<file path="src/verilog/cmc_pkg.sv">
// shared constants and types for the codec channel mute and power control block
package cmc_pkg;

    // ==========================================================
    // register offsets (7-bit control word address)
    localparam logic [6:0] ADDR_DAC_GLOBAL = 7'h02;
    localparam logic [6:0] ADDR_DAC_INVERT = 7'h03;
    localparam logic [6:0] ADDR_DAC_CHANNEL = 7'h09;
    localparam logic [6:0] ADDR_POWER = 7'h0A;
    localparam logic [6:0] ADDR_ADC_SILENCE = 7'h0C;
    localparam logic [6:0] ADDR_STATUS = 7'h0D;

    // ==========================================================
    // reset values
    localparam logic [8:0] RST_DAC_GLOBAL = 9'h000;
    localparam logic [8:0] RST_DAC_INVERT = 9'h000;
    localparam logic [8:0] RST_DAC_CHANNEL = 9'h000;
    localparam logic [8:0] RST_POWER = 9'h000;
    localparam logic [8:0] RST_ADC_SILENCE = 9'h000;
    localparam logic [7:0] RST_VOLUME = 8'hFF;

    // ==========================================================
    // field positions
    localparam int GLB_SOFT_SILENCE = 0;
    localparam int GLB_EMPHASIS_UNDO = 1;
    localparam int GLB_DAC_SHUTDOWN = 2;
    localparam int INV_LSB = 6;
    localparam int CH_ZERO_CROSS_DISABLE = 0;
    localparam int CH_FLAG_SEL_LSB = 1;
    localparam int CH_SOFT_SILENCE_LSB = 3;
    localparam int CH_EMPHASIS_LSB = 6;
    localparam int PWR_ADC_DISABLE = 0;
    localparam int PWR_DAC_DISABLE_LSB = 1;
    localparam int PWR_REFERENCE = 4;
    localparam int ADC_RIGHT = 0;
    localparam int ADC_LEFT = 1;
    localparam int ADC_BOTH = 2;

    // ==========================================================
    // timing and ramp constants
    localparam logic [10:0] ZERO_RUN = 11'h400;
    localparam logic [2:0] INIT_LAST = 3'h3;
    localparam logic [7:0] GAIN_FULL = 8'h80;
    localparam logic [7:0] GAIN_STEP = 8'h08;

    // ==========================================================
    // types
    typedef enum logic [1:0] {
        PWR_RUN = 2'b00,
        PWR_DOWN = 2'b01,
        PWR_INIT = 2'b10
    } cmc_pwr_state_type;

    typedef struct packed {
        cmc_pwr_state_type state;
        logic [2:0] count;
    } cmc_pwr_type;

    typedef struct packed {
        logic [5:0][23:0] ch;
    } cmc_frame_type;

    typedef struct packed {
        logic [5:0][7:0] vol;
    } cmc_volume_type;

endpackage : cmc_pkg

</file>
<file path="src/verilog/cmc_chan.sv">
// one mono dac channel: zero run, gated volume update, soft ramp, inversion
`timescale 1ns/1ns
module cmc_chan (
    input wire logic core_clk,
    input wire logic rstn,
    input wire logic in_valid,
    input wire logic [23:0] in_sample,
    input wire logic [7:0] volume_req,
    input wire logic zc_gate,
    input wire logic soft_mute,
    input wire logic invert,
    input wire logic flush,
    output logic [23:0] out_sample,
    output logic [7:0] volume_now,
    output logic zero_flag
);
    logic [10:0] zero_count;
    logic [10:0] next_zero_count;
    logic prev_neg;
    logic next_prev_neg;
    logic [7:0] gain;
    logic [7:0] next_gain;
    logic [7:0] next_volume_now;
    logic [23:0] next_out_sample;
    logic next_zero_flag;
    logic crossing;
    logic signed [32:0] product;
    logic [23:0] scaled;

    // ==========================================================
    // per-sample next state
    always_comb begin
        next_zero_count = zero_count;
        next_prev_neg = prev_neg;
        next_gain = gain;
        next_volume_now = volume_now;
        next_out_sample = out_sample;
        product = $signed(in_sample) * $signed({1'b0, gain});
        scaled = product[30:7];
        crossing = (in_sample == 24'h000000) || (in_sample[23] != prev_neg);
        if (flush) begin
            // history dropped, output silenced at once
            next_zero_count = 11'h000;
            next_prev_neg = 1'b0;
            next_gain = soft_mute ? 8'h00 : cmc_pkg::GAIN_FULL;
            next_out_sample = 24'h000000;
        end else if (in_valid) begin
            if (!zc_gate || crossing) begin
                next_volume_now = volume_req;
            end
            next_prev_neg = in_sample[23];
            if (in_sample != 24'h000000) begin
                next_zero_count = 11'h000;
            end else if (zero_count != cmc_pkg::ZERO_RUN) begin
                next_zero_count = zero_count + 11'h001;
            end
            if (soft_mute) begin
                next_gain = (gain > cmc_pkg::GAIN_STEP) ? gain - cmc_pkg::GAIN_STEP : 8'h00;
            end else begin
                next_gain = (gain < cmc_pkg::GAIN_FULL - cmc_pkg::GAIN_STEP) ?
                    gain + cmc_pkg::GAIN_STEP : cmc_pkg::GAIN_FULL;
            end
            // negation of full-scale negative wraps; accepted
            next_out_sample = invert ? 24'h000000 - scaled : scaled;
        end
        next_zero_flag = (next_zero_count == cmc_pkg::ZERO_RUN);
    end

    // register the channel state
    always_ff @(posedge core_clk or negedge rstn) begin
        if (!rstn) begin
            zero_count <= 11'h000;
            prev_neg <= 1'b0;
            gain <= cmc_pkg::GAIN_FULL;
            volume_now <= cmc_pkg::RST_VOLUME;
            out_sample <= 24'h000000;
            zero_flag <= 1'b0;
        end else begin
            zero_count <= next_zero_count;
            prev_neg <= next_prev_neg;
            gain <= next_gain;
            volume_now <= next_volume_now;
            out_sample <= next_out_sample;
            zero_flag <= next_zero_flag;
        end
    end
endmodule : cmc_chan

</file>
<file path="src/verilog/cmc_ctrl.sv">
// control registers and channel effects for the codec mute and power block
// Contract
// - each invert bit negates both outputs of its stereo dac pair
// - with gating on, a new volume waits for a zero crossing
// - zero-cross disable bit, reset 0; 1 applies volume changes at once
// - zero flag rises after 1024 consecutive zero samples on selected channels
// - flag select: 00 all, 01 pair 1, 10 pair 2, 11 pair 3
// - per-pair soft mute field mutes the selected dac pairs softly
// - global soft mute bit mutes all dac pairs softly
// - shutdown mute may silence the output abruptly, without a ramp
// - adc silence bits: right, left, both; zero is normal
// - per-pair de-emphasis field enables de-emphasis on selected pairs
// - global de-emphasis bit enables de-emphasis on all pairs
// - global dac shutdown overrides per-pair disables and stops all dacs
// - during shutdown sample history is dropped, registers are kept
// - clearing shutdown reinitialises the dac filters before running again
// - adc disable bit resets adc filters; they reinitialise on clear
// - per-pair dac disable field stops each selected pair
// - reference shutdown bit powers down the chip references
`timescale 1ns/1ns
module cmc_ctrl (
    input wire logic core_clk,
    input wire logic rstn,
    input wire logic ctrl_wr,
    input wire logic ctrl_rd,
    input wire logic [6:0] ctrl_addr,
    input wire logic [8:0] ctrl_data,
    output logic [8:0] rd_data,
    input wire logic in_valid,
    input wire cmc_pkg::cmc_frame_type in_frame,
    input wire cmc_pkg::cmc_volume_type volume_req,
    output logic out_valid,
    output cmc_pkg::cmc_frame_type out_frame,
    output cmc_pkg::cmc_volume_type volume_applied,
    output logic silence_flag_pin,
    output logic [2:0] emphasis_on,
    output logic [2:0] dac_enable,
    output logic dac_filter_reset,
    output logic adc_enable,
    output logic adc_filter_reset,
    output logic adc_left_mute,
    output logic adc_right_mute,
    output logic reference_power_down
);
    logic [8:0] dac_global_ctrl;
    logic [8:0] dac_invert_ctrl;
    logic [8:0] dac_channel_ctrl;
    logic [8:0] power_ctrl;
    logic [8:0] adc_silence_ctrl;
    logic [8:0] next_dac_global_ctrl;
    logic [8:0] next_dac_invert_ctrl;
    logic [8:0] next_dac_channel_ctrl;
    logic [8:0] next_power_ctrl;
    logic [8:0] next_adc_silence_ctrl;
    logic [8:0] next_rd_data;
    logic dac_shutdown_all;
    logic global_soft_silence;
    logic global_emphasis_undo;
    logic volume_crossing_enable;
    logic [1:0] zero_flag_select;
    logic [2:0] per_channel_soft_silence;
    logic [2:0] per_channel_emphasis_undo;
    logic [2:0] dac_pair_disable;
    logic [2:0] pair_invert;
    logic adc_disable_bit;
    cmc_pkg::cmc_pwr_type dac_pwr;
    cmc_pkg::cmc_pwr_type adc_pwr;
    cmc_pkg::cmc_pwr_type next_dac_pwr;
    cmc_pkg::cmc_pwr_type next_adc_pwr;
    logic [5:0] chan_zero;
    logic [2:0] pair_zero;
    logic next_out_valid;
    logic next_silence_flag_pin;
    logic [2:0] next_emphasis_on;
    logic [2:0] next_dac_enable;
    logic next_dac_filter_reset;
    logic next_adc_enable;
    logic next_adc_filter_reset;
    logic next_adc_left_mute;
    logic next_adc_right_mute;

    // ==========================================================
    // field views of the stored registers
    assign global_soft_silence = dac_global_ctrl[cmc_pkg::GLB_SOFT_SILENCE];
    assign global_emphasis_undo = dac_global_ctrl[cmc_pkg::GLB_EMPHASIS_UNDO];
    assign dac_shutdown_all = dac_global_ctrl[cmc_pkg::GLB_DAC_SHUTDOWN];
    assign pair_invert = dac_invert_ctrl[cmc_pkg::INV_LSB +: 3];
    assign volume_crossing_enable = !dac_channel_ctrl[cmc_pkg::CH_ZERO_CROSS_DISABLE];
    assign zero_flag_select = dac_channel_ctrl[cmc_pkg::CH_FLAG_SEL_LSB +: 2];
    assign per_channel_soft_silence = dac_channel_ctrl[cmc_pkg::CH_SOFT_SILENCE_LSB +: 3];
    assign per_channel_emphasis_undo = dac_channel_ctrl[cmc_pkg::CH_EMPHASIS_LSB +: 3];
    assign adc_disable_bit = power_ctrl[cmc_pkg::PWR_ADC_DISABLE];
    assign dac_pair_disable = power_ctrl[cmc_pkg::PWR_DAC_DISABLE_LSB +: 3];
    assign reference_power_down = power_ctrl[cmc_pkg::PWR_REFERENCE];

    // ==========================================================
    // power sequencing step shared by the dac and adc paths
    function automatic cmc_pkg::cmc_pwr_type pwr_step(
        input cmc_pkg::cmc_pwr_type cur,
        input logic down
    );
        cmc_pkg::cmc_pwr_type nxt;
        nxt = cur;
        case (cur.state)
            cmc_pkg::PWR_RUN: begin
                if (down) begin
                    nxt.state = cmc_pkg::PWR_DOWN;
                end
            end
            cmc_pkg::PWR_DOWN: begin
                if (!down) begin
                    nxt.state = cmc_pkg::PWR_INIT;
                    nxt.count = cmc_pkg::INIT_LAST;
                end
            end
            cmc_pkg::PWR_INIT: begin
                if (down) begin
                    nxt.state = cmc_pkg::PWR_DOWN;
                end else if (cur.count == 3'h0) begin
                    nxt.state = cmc_pkg::PWR_RUN;
                end else begin
                    nxt.count = cur.count - 3'h1;
                end
            end
            default: begin
                nxt.state = cmc_pkg::PWR_DOWN;
            end
        endcase
        return nxt;
    endfunction : pwr_step

    // zero flag source picked by the select field
    function automatic logic flag_pick(input logic [1:0] sel, input logic [2:0] pz);
        logic pick;
        case (sel)
            2'b00: pick = &pz;
            2'b01: pick = pz[0];
            2'b10: pick = pz[1];
            2'b11: pick = pz[2];
            default: pick = 1'b0;
        endcase
        return pick;
    endfunction : flag_pick

    // ==========================================================
    // register writes and registered read port
    always_comb begin
        next_dac_global_ctrl = dac_global_ctrl;
        next_dac_invert_ctrl = dac_invert_ctrl;
        next_dac_channel_ctrl = dac_channel_ctrl;
        next_power_ctrl = power_ctrl;
        next_adc_silence_ctrl = adc_silence_ctrl;
        next_rd_data = rd_data;
        if (ctrl_wr) begin
            case (ctrl_addr)
                cmc_pkg::ADDR_DAC_GLOBAL: next_dac_global_ctrl = ctrl_data;
                cmc_pkg::ADDR_DAC_INVERT: next_dac_invert_ctrl = ctrl_data;
                cmc_pkg::ADDR_DAC_CHANNEL: next_dac_channel_ctrl = ctrl_data;
                cmc_pkg::ADDR_POWER: next_power_ctrl = ctrl_data;
                cmc_pkg::ADDR_ADC_SILENCE: next_adc_silence_ctrl = ctrl_data;
                default: next_rd_data = rd_data; // unmapped writes ignored
            endcase
        end
        if (ctrl_rd) begin
            case (ctrl_addr)
                cmc_pkg::ADDR_DAC_GLOBAL: next_rd_data = dac_global_ctrl;
                cmc_pkg::ADDR_DAC_INVERT: next_rd_data = dac_invert_ctrl;
                cmc_pkg::ADDR_DAC_CHANNEL: next_rd_data = dac_channel_ctrl;
                cmc_pkg::ADDR_POWER: next_rd_data = power_ctrl;
                cmc_pkg::ADDR_ADC_SILENCE: next_rd_data = adc_silence_ctrl;
                cmc_pkg::ADDR_STATUS: next_rd_data = {1'b0, dac_filter_reset, adc_filter_reset,
                    chan_zero};
                default: next_rd_data = 9'h000;
            endcase
        end
    end

    // register file; shutdown never touches these values
    always_ff @(posedge core_clk or negedge rstn) begin
        if (!rstn) begin
            dac_global_ctrl <= cmc_pkg::RST_DAC_GLOBAL;
            dac_invert_ctrl <= cmc_pkg::RST_DAC_INVERT;
            dac_channel_ctrl <= cmc_pkg::RST_DAC_CHANNEL;
            power_ctrl <= cmc_pkg::RST_POWER;
            adc_silence_ctrl <= cmc_pkg::RST_ADC_SILENCE;
            rd_data <= 9'h000;
        end else begin
            dac_global_ctrl <= next_dac_global_ctrl;
            dac_invert_ctrl <= next_dac_invert_ctrl;
            dac_channel_ctrl <= next_dac_channel_ctrl;
            power_ctrl <= next_power_ctrl;
            adc_silence_ctrl <= next_adc_silence_ctrl;
            rd_data <= next_rd_data;
        end
    end

    // ==========================================================
    // power sequencing and control outputs
    always_comb begin
        next_dac_pwr = pwr_step(dac_pwr, dac_shutdown_all);
        next_adc_pwr = pwr_step(adc_pwr, adc_disable_bit);
        next_dac_filter_reset = (next_dac_pwr.state != cmc_pkg::PWR_RUN);
        next_adc_filter_reset = (next_adc_pwr.state != cmc_pkg::PWR_RUN);
        next_adc_enable = !adc_disable_bit;
        next_dac_enable = dac_shutdown_all ? 3'b000 : ~dac_pair_disable;
        next_emphasis_on = per_channel_emphasis_undo | {3{global_emphasis_undo}};
        next_adc_right_mute = adc_silence_ctrl[cmc_pkg::ADC_RIGHT] |
            adc_silence_ctrl[cmc_pkg::ADC_BOTH];
        next_adc_left_mute = adc_silence_ctrl[cmc_pkg::ADC_LEFT] |
            adc_silence_ctrl[cmc_pkg::ADC_BOTH];
        next_silence_flag_pin = flag_pick(zero_flag_select, pair_zero);
        next_out_valid = in_valid && !dac_filter_reset;
    end

    // register the control outputs
    always_ff @(posedge core_clk or negedge rstn) begin
        if (!rstn) begin
            dac_pwr <= '{state: cmc_pkg::PWR_RUN, count: 3'h0};
            adc_pwr <= '{state: cmc_pkg::PWR_RUN, count: 3'h0};
            dac_filter_reset <= 1'b0;
            adc_filter_reset <= 1'b0;
            adc_enable <= 1'b1;
            dac_enable <= 3'b111;
            emphasis_on <= 3'b000;
            adc_right_mute <= 1'b0;
            adc_left_mute <= 1'b0;
            silence_flag_pin <= 1'b0;
            out_valid <= 1'b0;
        end else begin
            dac_pwr <= next_dac_pwr;
            adc_pwr <= next_adc_pwr;
            dac_filter_reset <= next_dac_filter_reset;
            adc_filter_reset <= next_adc_filter_reset;
            adc_enable <= next_adc_enable;
            dac_enable <= next_dac_enable;
            emphasis_on <= next_emphasis_on;
            adc_right_mute <= next_adc_right_mute;
            adc_left_mute <= next_adc_left_mute;
            silence_flag_pin <= next_silence_flag_pin;
            out_valid <= next_out_valid;
        end
    end

    // ==========================================================
    // six mono channels, two per stereo pair
    genvar gi;
    generate
        for (gi = 0; gi < 6; gi++) begin : g_chan
            cmc_chan u_chan (
                .core_clk(core_clk),
                .rstn(rstn),
                .in_valid(in_valid),
                .in_sample(in_frame.ch[gi]),
                .volume_req(volume_req.vol[gi]),
                .zc_gate(volume_crossing_enable),
                .soft_mute(per_channel_soft_silence[gi / 2] | global_soft_silence),
                .invert(pair_invert[gi / 2]),
                .flush(dac_filter_reset | dac_pair_disable[gi / 2]),
                .out_sample(out_frame.ch[gi]),
                .volume_now(volume_applied.vol[gi]),
                .zero_flag(chan_zero[gi])
            );
        end
        for (gi = 0; gi < 3; gi++) begin : g_pair
            assign pair_zero[gi] = chan_zero[2 * gi] & chan_zero[2 * gi + 1];
        end
    endgenerate
endmodule : cmc_ctrl

</file>
<file path="config.mk">
export PLATFORM = sky130hd
export DESIGN_NAME = cmc_ctrl
export DESIGN_NICKNAME = d
export VERILOG_FILES = /design/src/verilog/cmc_pkg.sv /design/src/verilog/cmc_chan.sv /design/src/verilog/cmc_ctrl.sv
export SDC_FILE = /design/constraint.sdc
export NUM_CORES = 2
export LEC_CHECK = 0
export ABC_AREA = 1
export BUFFER_PORTS_ARGS = -buffer_cell sky130_fd_sc_hd__buf_4
export CORE_MARGIN = 1.5
export CORE_UTILIZATION = 58
export DETAILED_ROUTE_END_ITERATION = 7
export PLACE_DENSITY_LB_ADDON = 0.1
export SLEW_MARGIN = 40
export SYNTH_ARGS = -nofsm -noshare
export SYNTH_HDL_FRONTEND = slang
export SYNTH_SLANG_ARGS = --single-unit
</file>
<file path="constraint.sdc">
create_clock -name core_clk -period 8.79 [get_ports core_clk]
set_clock_uncertainty 0.2 [all_clocks]
set_input_delay 0.4395 -clock core_clk [delete_from_list [all_inputs] [get_ports core_clk]]
set_output_delay 0.4395 -clock core_clk [all_outputs]
set_load 0.02 [all_outputs]
</file>
# Yosys cells after proc, flatten, opt, wreduce, memory -nomap -nowiden

Index checks and enable logic that the tools add are counted.

Reductions and logical operators: 53
Bitwise operators: 16
Order comparisons: 12
Muxes and demuxes: 106
Multipliers: 6
Add/sub/neg operators: 26
Equality and inequality tests: 37

Operator list:

| kind                                                                             | count |
|---|---|
| 24-bit two-way mux                                                               | 18 |
| 11-bit two-way mux                                                               | 24 |
| 8-bit two-way mux                                                                | 33 |
| 24-bit by 9-bit multiplier with 31-bit output                                    | 6 |
| 24-bit zero test                                                                 | 6 |
| 24-bit nonzero test                                                              | 6 |
| 1-bit by 24-bit subtractor with 24-bit output (first input constant)             | 6 |
| 11-bit by 1-bit adder with 11-bit output (second input constant)                 | 6 |
| 11-bit == test (second input constant)                                           | 6 |
| 11-bit inequality test (second input constant)                                   | 6 |
| 9-bit one-hot mux with 6 select lines                                            | 1 |
| 8-bit by 4-bit adder with 8-bit output (second input constant)                   | 6 |
| 8-bit by 4-bit greater-than comparator with 1-bit output (second input constant) | 6 |
| 8-bit by 7-bit less-than comparator with 1-bit output (second input constant)    | 6 |
| 8-bit by 4-bit subtractor with 8-bit output (second input constant)              | 6 |
| 7-bit by 4-bit == test with 1-bit output (second input constant)                 | 4 |
| 3-bit AND reduction                                                              | 7 |
| 3-bit two-way mux                                                                | 5 |
| 7-bit by 2-bit == test with 1-bit output (second input constant)                 | 2 |
| 2-bit nonzero test                                                               | 7 |
| 1-bit logical OR                                                                 | 12 |
| 1-bit two-way mux                                                                | 12 |
| 2-bit two-way mux                                                                | 6 |
| 2-bit inequality test (second input constant)                                    | 6 |
| other kinds (19)                                                                 | 53 |

Input port bits: 213
Bits in registers: 395
Logic and storage cells: 311

# Logic depth before layout (Yosys ltp)

Depth in word-level cells: 6
Mapped depth: 33

# Cells and area by module

A second synthesis with hierarchy kept.

Cells, all modules: 8691
Area, all modules: 59258.1 um^2

Modules (own cells, without submodules):

| module                       | area each (um^2) | cells each | seq. area each (um^2) | times used |
|---|---|---|---|---|
| cmc_chan at g_chan[0].u_chan | 9344.0           | 1385       | 1262.5                | 1 |
| cmc_chan at g_chan[1].u_chan | 9303.9           | 1378       | 1262.5                | 1 |
| cmc_chan at g_chan[3].u_chan | 9303.9           | 1392       | 1262.5                | 1 |
| cmc_chan at g_chan[4].u_chan | 9208.8           | 1366       | 1262.5                | 1 |
| cmc_chan at g_chan[2].u_chan | 9197.6           | 1374       | 1262.5                | 1 |
| cmc_chan at g_chan[5].u_chan | 9191.3           | 1359       | 1262.5                | 1 |
| cmc_ctrl                     | 3708.6           | 437        | 1931.9                | 1 |

# Worst setup path after synthesis

No wires, ideal clock.

Kind: register to register
Start: register g_chan[0].u_chan.gain[3]
End: register g_chan[0].u_chan.out_sample[20]
Arrival time: 4794 ps
Required time: 8473 ps
Cell stages (with the launch flop): 28
Setup time: 117 ps
Path slack: 3678 ps
Buffers on the path: 2
Path through: dfrtp_1 -> clkbuf_1 -> clkbuf_1 -> nand2_1 -> fa_1 -> fa_1 -> inv_1 -> fa_1 -> inv_1 -> fa_1 -> inv_1 -> ha_1 -> nand2_1 -> nand2_1 -> inv_1 -> nand3_2 -> nand2_1 -> nand2_2 -> nor3_4 -> nand2_1 -> nor2_4 -> nand2_2 -> nor2_4 -> nand2_2 -> nand2_2 -> nand3_1 -> nand3_1 -> nand2_1

Longest elaborated chain between the ends: 5

RTL lines:

| what                                            | line           | RTL |
|---|---|---|
| start, declared                                 | cmc_chan.sv:21 | `logic [7:0] gain;` |
| start signal, assigned                          | cmc_chan.sv:74 | `gain <= cmc_pkg::GAIN_FULL;` |
| start signal, assigned                          | cmc_chan.sv:81 | `gain <= next_gain;` |
| 24-bit by 9-bit multiplier with 31-bit output * | cmc_chan.sv:38 | `product = $signed(in_sample) * $signed({1'b0, gain});` |
| 1-bit by 24-bit subtractor with 24-bit output   | cmc_chan.sv:64 | `next_out_sample = invert ? 24'h000000 - scaled : scaled;` |
| 24-bit two-way mux *                            | cmc_chan.sv:64 |  |
| 24-bit two-way mux *                            | cmc_chan.sv:47 | `end else if (in_valid) begin` |
| 24-bit two-way mux *                            | cmc_chan.sv:41 | `if (flush) begin` |
| end signal, assigned                            | cmc_chan.sv:83 | `out_sample <= next_out_sample;` |
| end, declared                                   | cmc_chan.sv:13 | `output logic [23:0] out_sample,` |

Every way passes the cells marked *; elsewhere a longest branch is shown, timed or not. The select of a mux whose other input is x is not followed.
A chain may end at the register's enable or synchronous reset.

# Final worst setup path

Start: register g_chan[5].u_chan.gain[3]
End: register g_chan[5].u_chan.out_sample[20]

Longest elaborated chain between the ends: 5

RTL lines:

| what                                            | line |
|---|---|
| start, declared                                 | cmc_chan.sv:21 |
| start signal, assigned                          | cmc_chan.sv:74 |
| start signal, assigned                          | cmc_chan.sv:81 |
| 24-bit by 9-bit multiplier with 31-bit output * | cmc_chan.sv:38 |
| 1-bit by 24-bit subtractor with 24-bit output   | cmc_chan.sv:64 |
| 24-bit two-way mux *                            | cmc_chan.sv:64 |
| 24-bit two-way mux *                            | cmc_chan.sv:47 |
| 24-bit two-way mux *                            | cmc_chan.sv:41 |
| end signal, assigned                            | cmc_chan.sv:83 |
| end, declared                                   | cmc_chan.sv:13 |

Marked as above.

==> results list <==
* Portion of the post-synthesis area used by sequential elements: 16.5%
* Buffer depth of the longest clock path: 3
- For this block, the initial DRC count from the detailed router was around 3300.
- Capturing element type of the critical path: flip-flop
- For the worst setup path, the data arrival time is 5.87 ns.
- 428 I/O pins were placed.
- Worst-Skew Late Latency: 0.65 ns
- Setup_tns: 0 ns
- Number of H-tree levels: 2
* Number of vias after detailed routing: ~52000
* Synth Instances: 8370
- The count of cells in the finished layout, fillers not included, comes to 10400.
* Number of global-route vias before repair: 52700
- Synth Flop Type: sky130_fd_sc_hd__dfrtp_1
- Post-CTS Resized: 0
- Cell Area, Synth: 57700 µm²
- At the worst endpoint, the required time is 9.09 ns.
- Of all flip-flops after synthesis, the portion carrying an async set or reset was 100%.
- Post-detailed-route DRC marker count: 0
* Fraction of final layout cells sized beyond drive strength 1: 9.70%
- The first global-routing pass estimated 255 mm of wire.
* Post-synth EDFFs: 0
* Max Transition Viols Final: 0
* Critical path startpoint category: flip-flop
- Antenna violations before repair: 12
- From synthesis to final layout, the design area changed by 13.5%.
* All-layer global routing usage: 30.5%
* Global placer's final weighted congestion: between 0.9 and 1
- Summed over all nets, the half-perimeter wirelength after detailed placement is 123 mm.
- The netlist uses 71 different library cells.
* Number of standard-cell rows in the floorplan: 115
- Initial Utilization: about three fifths
- Post-route fraction of the period consumed by the critical path: a little under two thirds
- The die is 318 µm wide.
- In the final design database the tool counted 10300 nets.
- CTS hold repair buffers: 65
* CTS tree: built
- Largest stage delay on the critical path: 0.55 ns
* Setup-failing EPs final: 0
* Tightest Hold Check Type: primary input to flip-flop
- The floorplan step set the die height to roughly 320 µm.
- The average instance in the mapped netlist occupies between 6 and 7 µm².
- By startpoint and endpoint, the worst setup path is classified as flip-flop to flip-flop.
* Crit path max-delay cell type: sky130_fd_sc_hd__fa_1
- In this run the tool buffered the top-level ports with about 430 buffer cells.
* Post-CTS setup repair buffer count: 0
- After global routing the overflow that remains totals 0.
- Fill count: between 8000 and 9000
- The final-report hold violation count came to 0.
- Number of routed nets with antenna violations: 0
- Root Buffer Master: sky130_fd_sc_hd__clkbuf_16
* Routed WL per cell: roughly 15 µm
- Fin crit period: 5.57 ns
- Worst-case hold slack: 0.0522 ns
* Slew HR: 47.1%
* Number of detailed-route iterations in the first pass: 6
* Maximum number of pins on one net before global-route repair: about 110
* Clock slew at reported path FFs: 0.06 ns
- The flow ran to the end, and the final reports show no timing, DRC or antenna violations.
- Dividing the detail-routed via count by the number of cells gives just over 5.
- For the pin with the worst max-slew slack, the measured transition is 0.790 ns.
- For this block, the routed nets add up to 152 mm of wire.
- Yosys printed 0 warnings.
- Max-cap violation count: 0
- Seq cells post-synth: 377
* Most used cell, CP: sky130_fd_sc_hd__nand2_1
* Die area: 101000 µm²
- Once placement completed, the tool counted placed cells totaling 10200.
* Inserted Clock Buffers: 48
- CP Max Fanout: 28
- Timing would allow up to 180 MHz.
- Clk sinks: 377
- The core region is 98400 µm².
* Unrepaired setup endpoints after global routing: no
sequential cells by signal, indices dropped and copies added, names as in the netlist, 6 cells and up:
name and count:
adc_silence_ctrl 9, dac_channel_ctrl 9, dac_global_ctrl 9, dac_invert_ctrl 9, g_chan.u_chan.gain 30, g_chan.u_chan.out_sample 144
g_chan.u_chan.prev_neg 6, g_chan.u_chan.volume_now 48, g_chan.u_chan.zero_count 66, g_chan.u_chan.zero_flag 6, power_ctrl 9, rd_data 9
synthesized netlist by cell type (5+ instances only):
cell | instances | area, µm²
sky130_fd_sc_hd__nand2_1 | 2468 | 9260
sky130_fd_sc_hd__inv_1 | 2180 | 8180
sky130_fd_sc_hd__fa_1 | 624 | 12500
sky130_fd_sc_hd__ha_1 | 472 | 5910
sky130_fd_sc_hd__nor2_1 | 451 | 1690
sky130_fd_sc_hd__nand3_1 | 386 | 1930
sky130_fd_sc_hd__dfrtp_1 | 319 | 7980
sky130_fd_sc_hd__o21ai_0 | 268 | 1340
sky130_fd_sc_hd__a21oi_1 | 223 | 1120
sky130_fd_sc_hd__clkbuf_1 | 126 | 473
sky130_fd_sc_hd__nand4_1 | 87 | 544
sky130_fd_sc_hd__nand2_2 | 79 | 494
sky130_fd_sc_hd__nor3_1 | 70 | 350
sky130_fd_sc_hd__dfstp_2 | 58 | 1520
sky130_fd_sc_hd__xor2_1 | 53 | 464
sky130_fd_sc_hd__mux2_2 | 48 | 541
sky130_fd_sc_hd__nor2_2 | 40 | 250
sky130_fd_sc_hd__o22ai_1 | 35 | 219
sky130_fd_sc_hd__xnor2_1 | 35 | 307
sky130_fd_sc_hd__nand3b_1 | 29 | 218
sky130_fd_sc_hd__nor4_1 | 29 | 181
sky130_fd_sc_hd__buf_1 | 25 | 93.8
sky130_fd_sc_hd__inv_2 | 22 | 82.6
sky130_fd_sc_hd__nand3_2 | 21 | 210
sky130_fd_sc_hd__o21ai_1 | 20 | 100
sky130_fd_sc_hd__nor2_4 | 18 | 203
sky130_fd_sc_hd__o211ai_1 | 17 | 128
sky130_fd_sc_hd__a32o_1 | 15 | 150
sky130_fd_sc_hd__buf_2 | 14 | 70.1
sky130_fd_sc_hd__o21bai_1 | 13 | 97.6
sky130_fd_sc_hd__a31oi_1 | 9 | 56.3
sky130_fd_sc_hd__a221oi_1 | 8 | 70.1
sky130_fd_sc_hd__and2_1 | 8 | 50.1
sky130_fd_sc_hd__or2_2 | 8 | 50.1
sky130_fd_sc_hd__a21o_1 | 7 | 52.6
sky130_fd_sc_hd__a21boi_0 | 6 | 45.0
sky130_fd_sc_hd__clkinv_1 | 5 | 18.8
sky130_fd_sc_hd__nor3_2 | 5 | 50.1
routing by layer:
metal  track usage (%)  vias to the layer above  wire length [µm]
li1                  -                    26000                 -
met3              4.02                      249              8030
met1              37.7                    25000             63100
met5                 0                        -               120
met4              9.59                       20              4830
met2              55.1                     1187             75900
layout by cell type, fill, tap and decap left out, types with 7 or more instances in the layout:
cell type and count:
sky130_fd_sc_hd__nand3b_1 29, sky130_fd_sc_hd__o22ai_1 35, sky130_fd_sc_hd__ha_1 472, sky130_fd_sc_hd__nor3_1 70
sky130_fd_sc_hd__fa_1 624, sky130_fd_sc_hd__inv_1 2180, sky130_fd_sc_hd__a31oi_1 9, sky130_fd_sc_hd__dlygate4sd3_1 65
sky130_fd_sc_hd__xnor2_1 35, sky130_fd_sc_hd__nand4_1 87, sky130_fd_sc_hd__dfstp_2 58, sky130_fd_sc_hd__o21ai_0 268
sky130_fd_sc_hd__inv_2 22, sky130_fd_sc_hd__nand2_1 2468, sky130_fd_sc_hd__nor4_1 29, sky130_fd_sc_hd__a21o_1 7
sky130_fd_sc_hd__nor2_1 446, sky130_fd_sc_hd__buf_4 453, sky130_fd_sc_hd__conb_1 258, sky130_fd_sc_hd__clkbuf_1 15
sky130_fd_sc_hd__nor2_2 39, sky130_fd_sc_hd__dfrtp_2 16, sky130_fd_sc_hd__clkbuf_8 15, sky130_fd_sc_hd__o21ai_1 17
sky130_fd_sc_hd__clkbuf_16 48, sky130_fd_sc_hd__nand3_1 386, sky130_fd_sc_hd__a221oi_1 8, sky130_fd_sc_hd__a21oi_1 223
sky130_fd_sc_hd__xor2_1 53, sky130_fd_sc_hd__or2_2 8, sky130_fd_sc_hd__dfrtp_1 303, sky130_fd_sc_hd__o21bai_1 13
sky130_fd_sc_hd__nor2_4 24, sky130_fd_sc_hd__o211ai_1 17, sky130_fd_sc_hd__nand2_2 79, sky130_fd_sc_hd__a32o_1 15
sky130_fd_sc_hd__and2_1 8, sky130_fd_sc_hd__mux2_2 48, sky130_fd_sc_hd__nand3_2 21
through the flow:
stage          worst slack, ns  instance area [µm²]  util (%)
2_1_floorplan             3.68                58600         -
3_3_place_gp              2.99                63100      64.1
6_report                  3.22                65500      66.5
3_5_place_dp              3.24                63100      64.1
5_1_grt                   2.85                65500      66.5
4_1_cts                   3.21                65500      66.5
worst paths after layout:
| check | to | slack (ns) | start | cells after the start |
|---|---|---|---|---|
| worst max-delay path | g_chan[5].u_chan.out_sample[20] | 3.22 | g_chan[5].u_chan.gain[3] | 26 |
| worst min-delay path | g_chan[3].u_chan.zero_count[1] | 0.05 | in_valid | 3 |
| worst max register to register | g_chan[5].u_chan.out_sample[20] | 3.22 | g_chan[5].u_chan.gain[3] | 26 |
| worst min register to register | dac_enable[1] | 0.27 | power_ctrl[2] | 1 |
| max in group asynchronous | dac_channel_ctrl[0] | 6.35 | rstn | 4 |
| min in group asynchronous | g_chan[4].u_chan.out_sample[7] | 0.20 | rstn | 2 |
cells by family after synthesis:
kind of cell	after synthesis	share of synthesized area, %
compound gates	657	6.40
xor+xnor	92	1.45
fa+ha+maj	1096	31.9
buf+inv	2374	15.5
flops	377	16.5
mux	48	0.937
other cells	2	0.0130
simple gates	3724	27.3
cell type report:
type | instances | area, µm² | area share, %
repair buffers | 523 | 4120 | 6.29
inverters | 2207 | 8280 | 12.7
clock buffers | 78 | 1460 | 2.24
multi-input cells | 5875 | 40200 | 61.5
clock inverters | 11 | 211 | 0.323
flip-flops and latches | 377 | 9530 | 14.6
well taps | 1287 | 1610 | 2.46
diodes | 3 | 7.51 | 0.0115
worst max-delay path, delay by kind of cell (launching register included):
| family | cells | cell delay, ns |
|---|---|---|
| AOI/OAI and AO/OA | 1 | 0.13 |
| adders and majority gates | 5 | 2.40 |
| buffers and inverters | 5 | 0.59 |
| DFF | 1 | 0.32 |
| and+or+nand+nor | 15 | 1.81 |
Power is not shown: default switching activity piles up to over one toggle a cycle in this logic, so the estimate is an artifact.
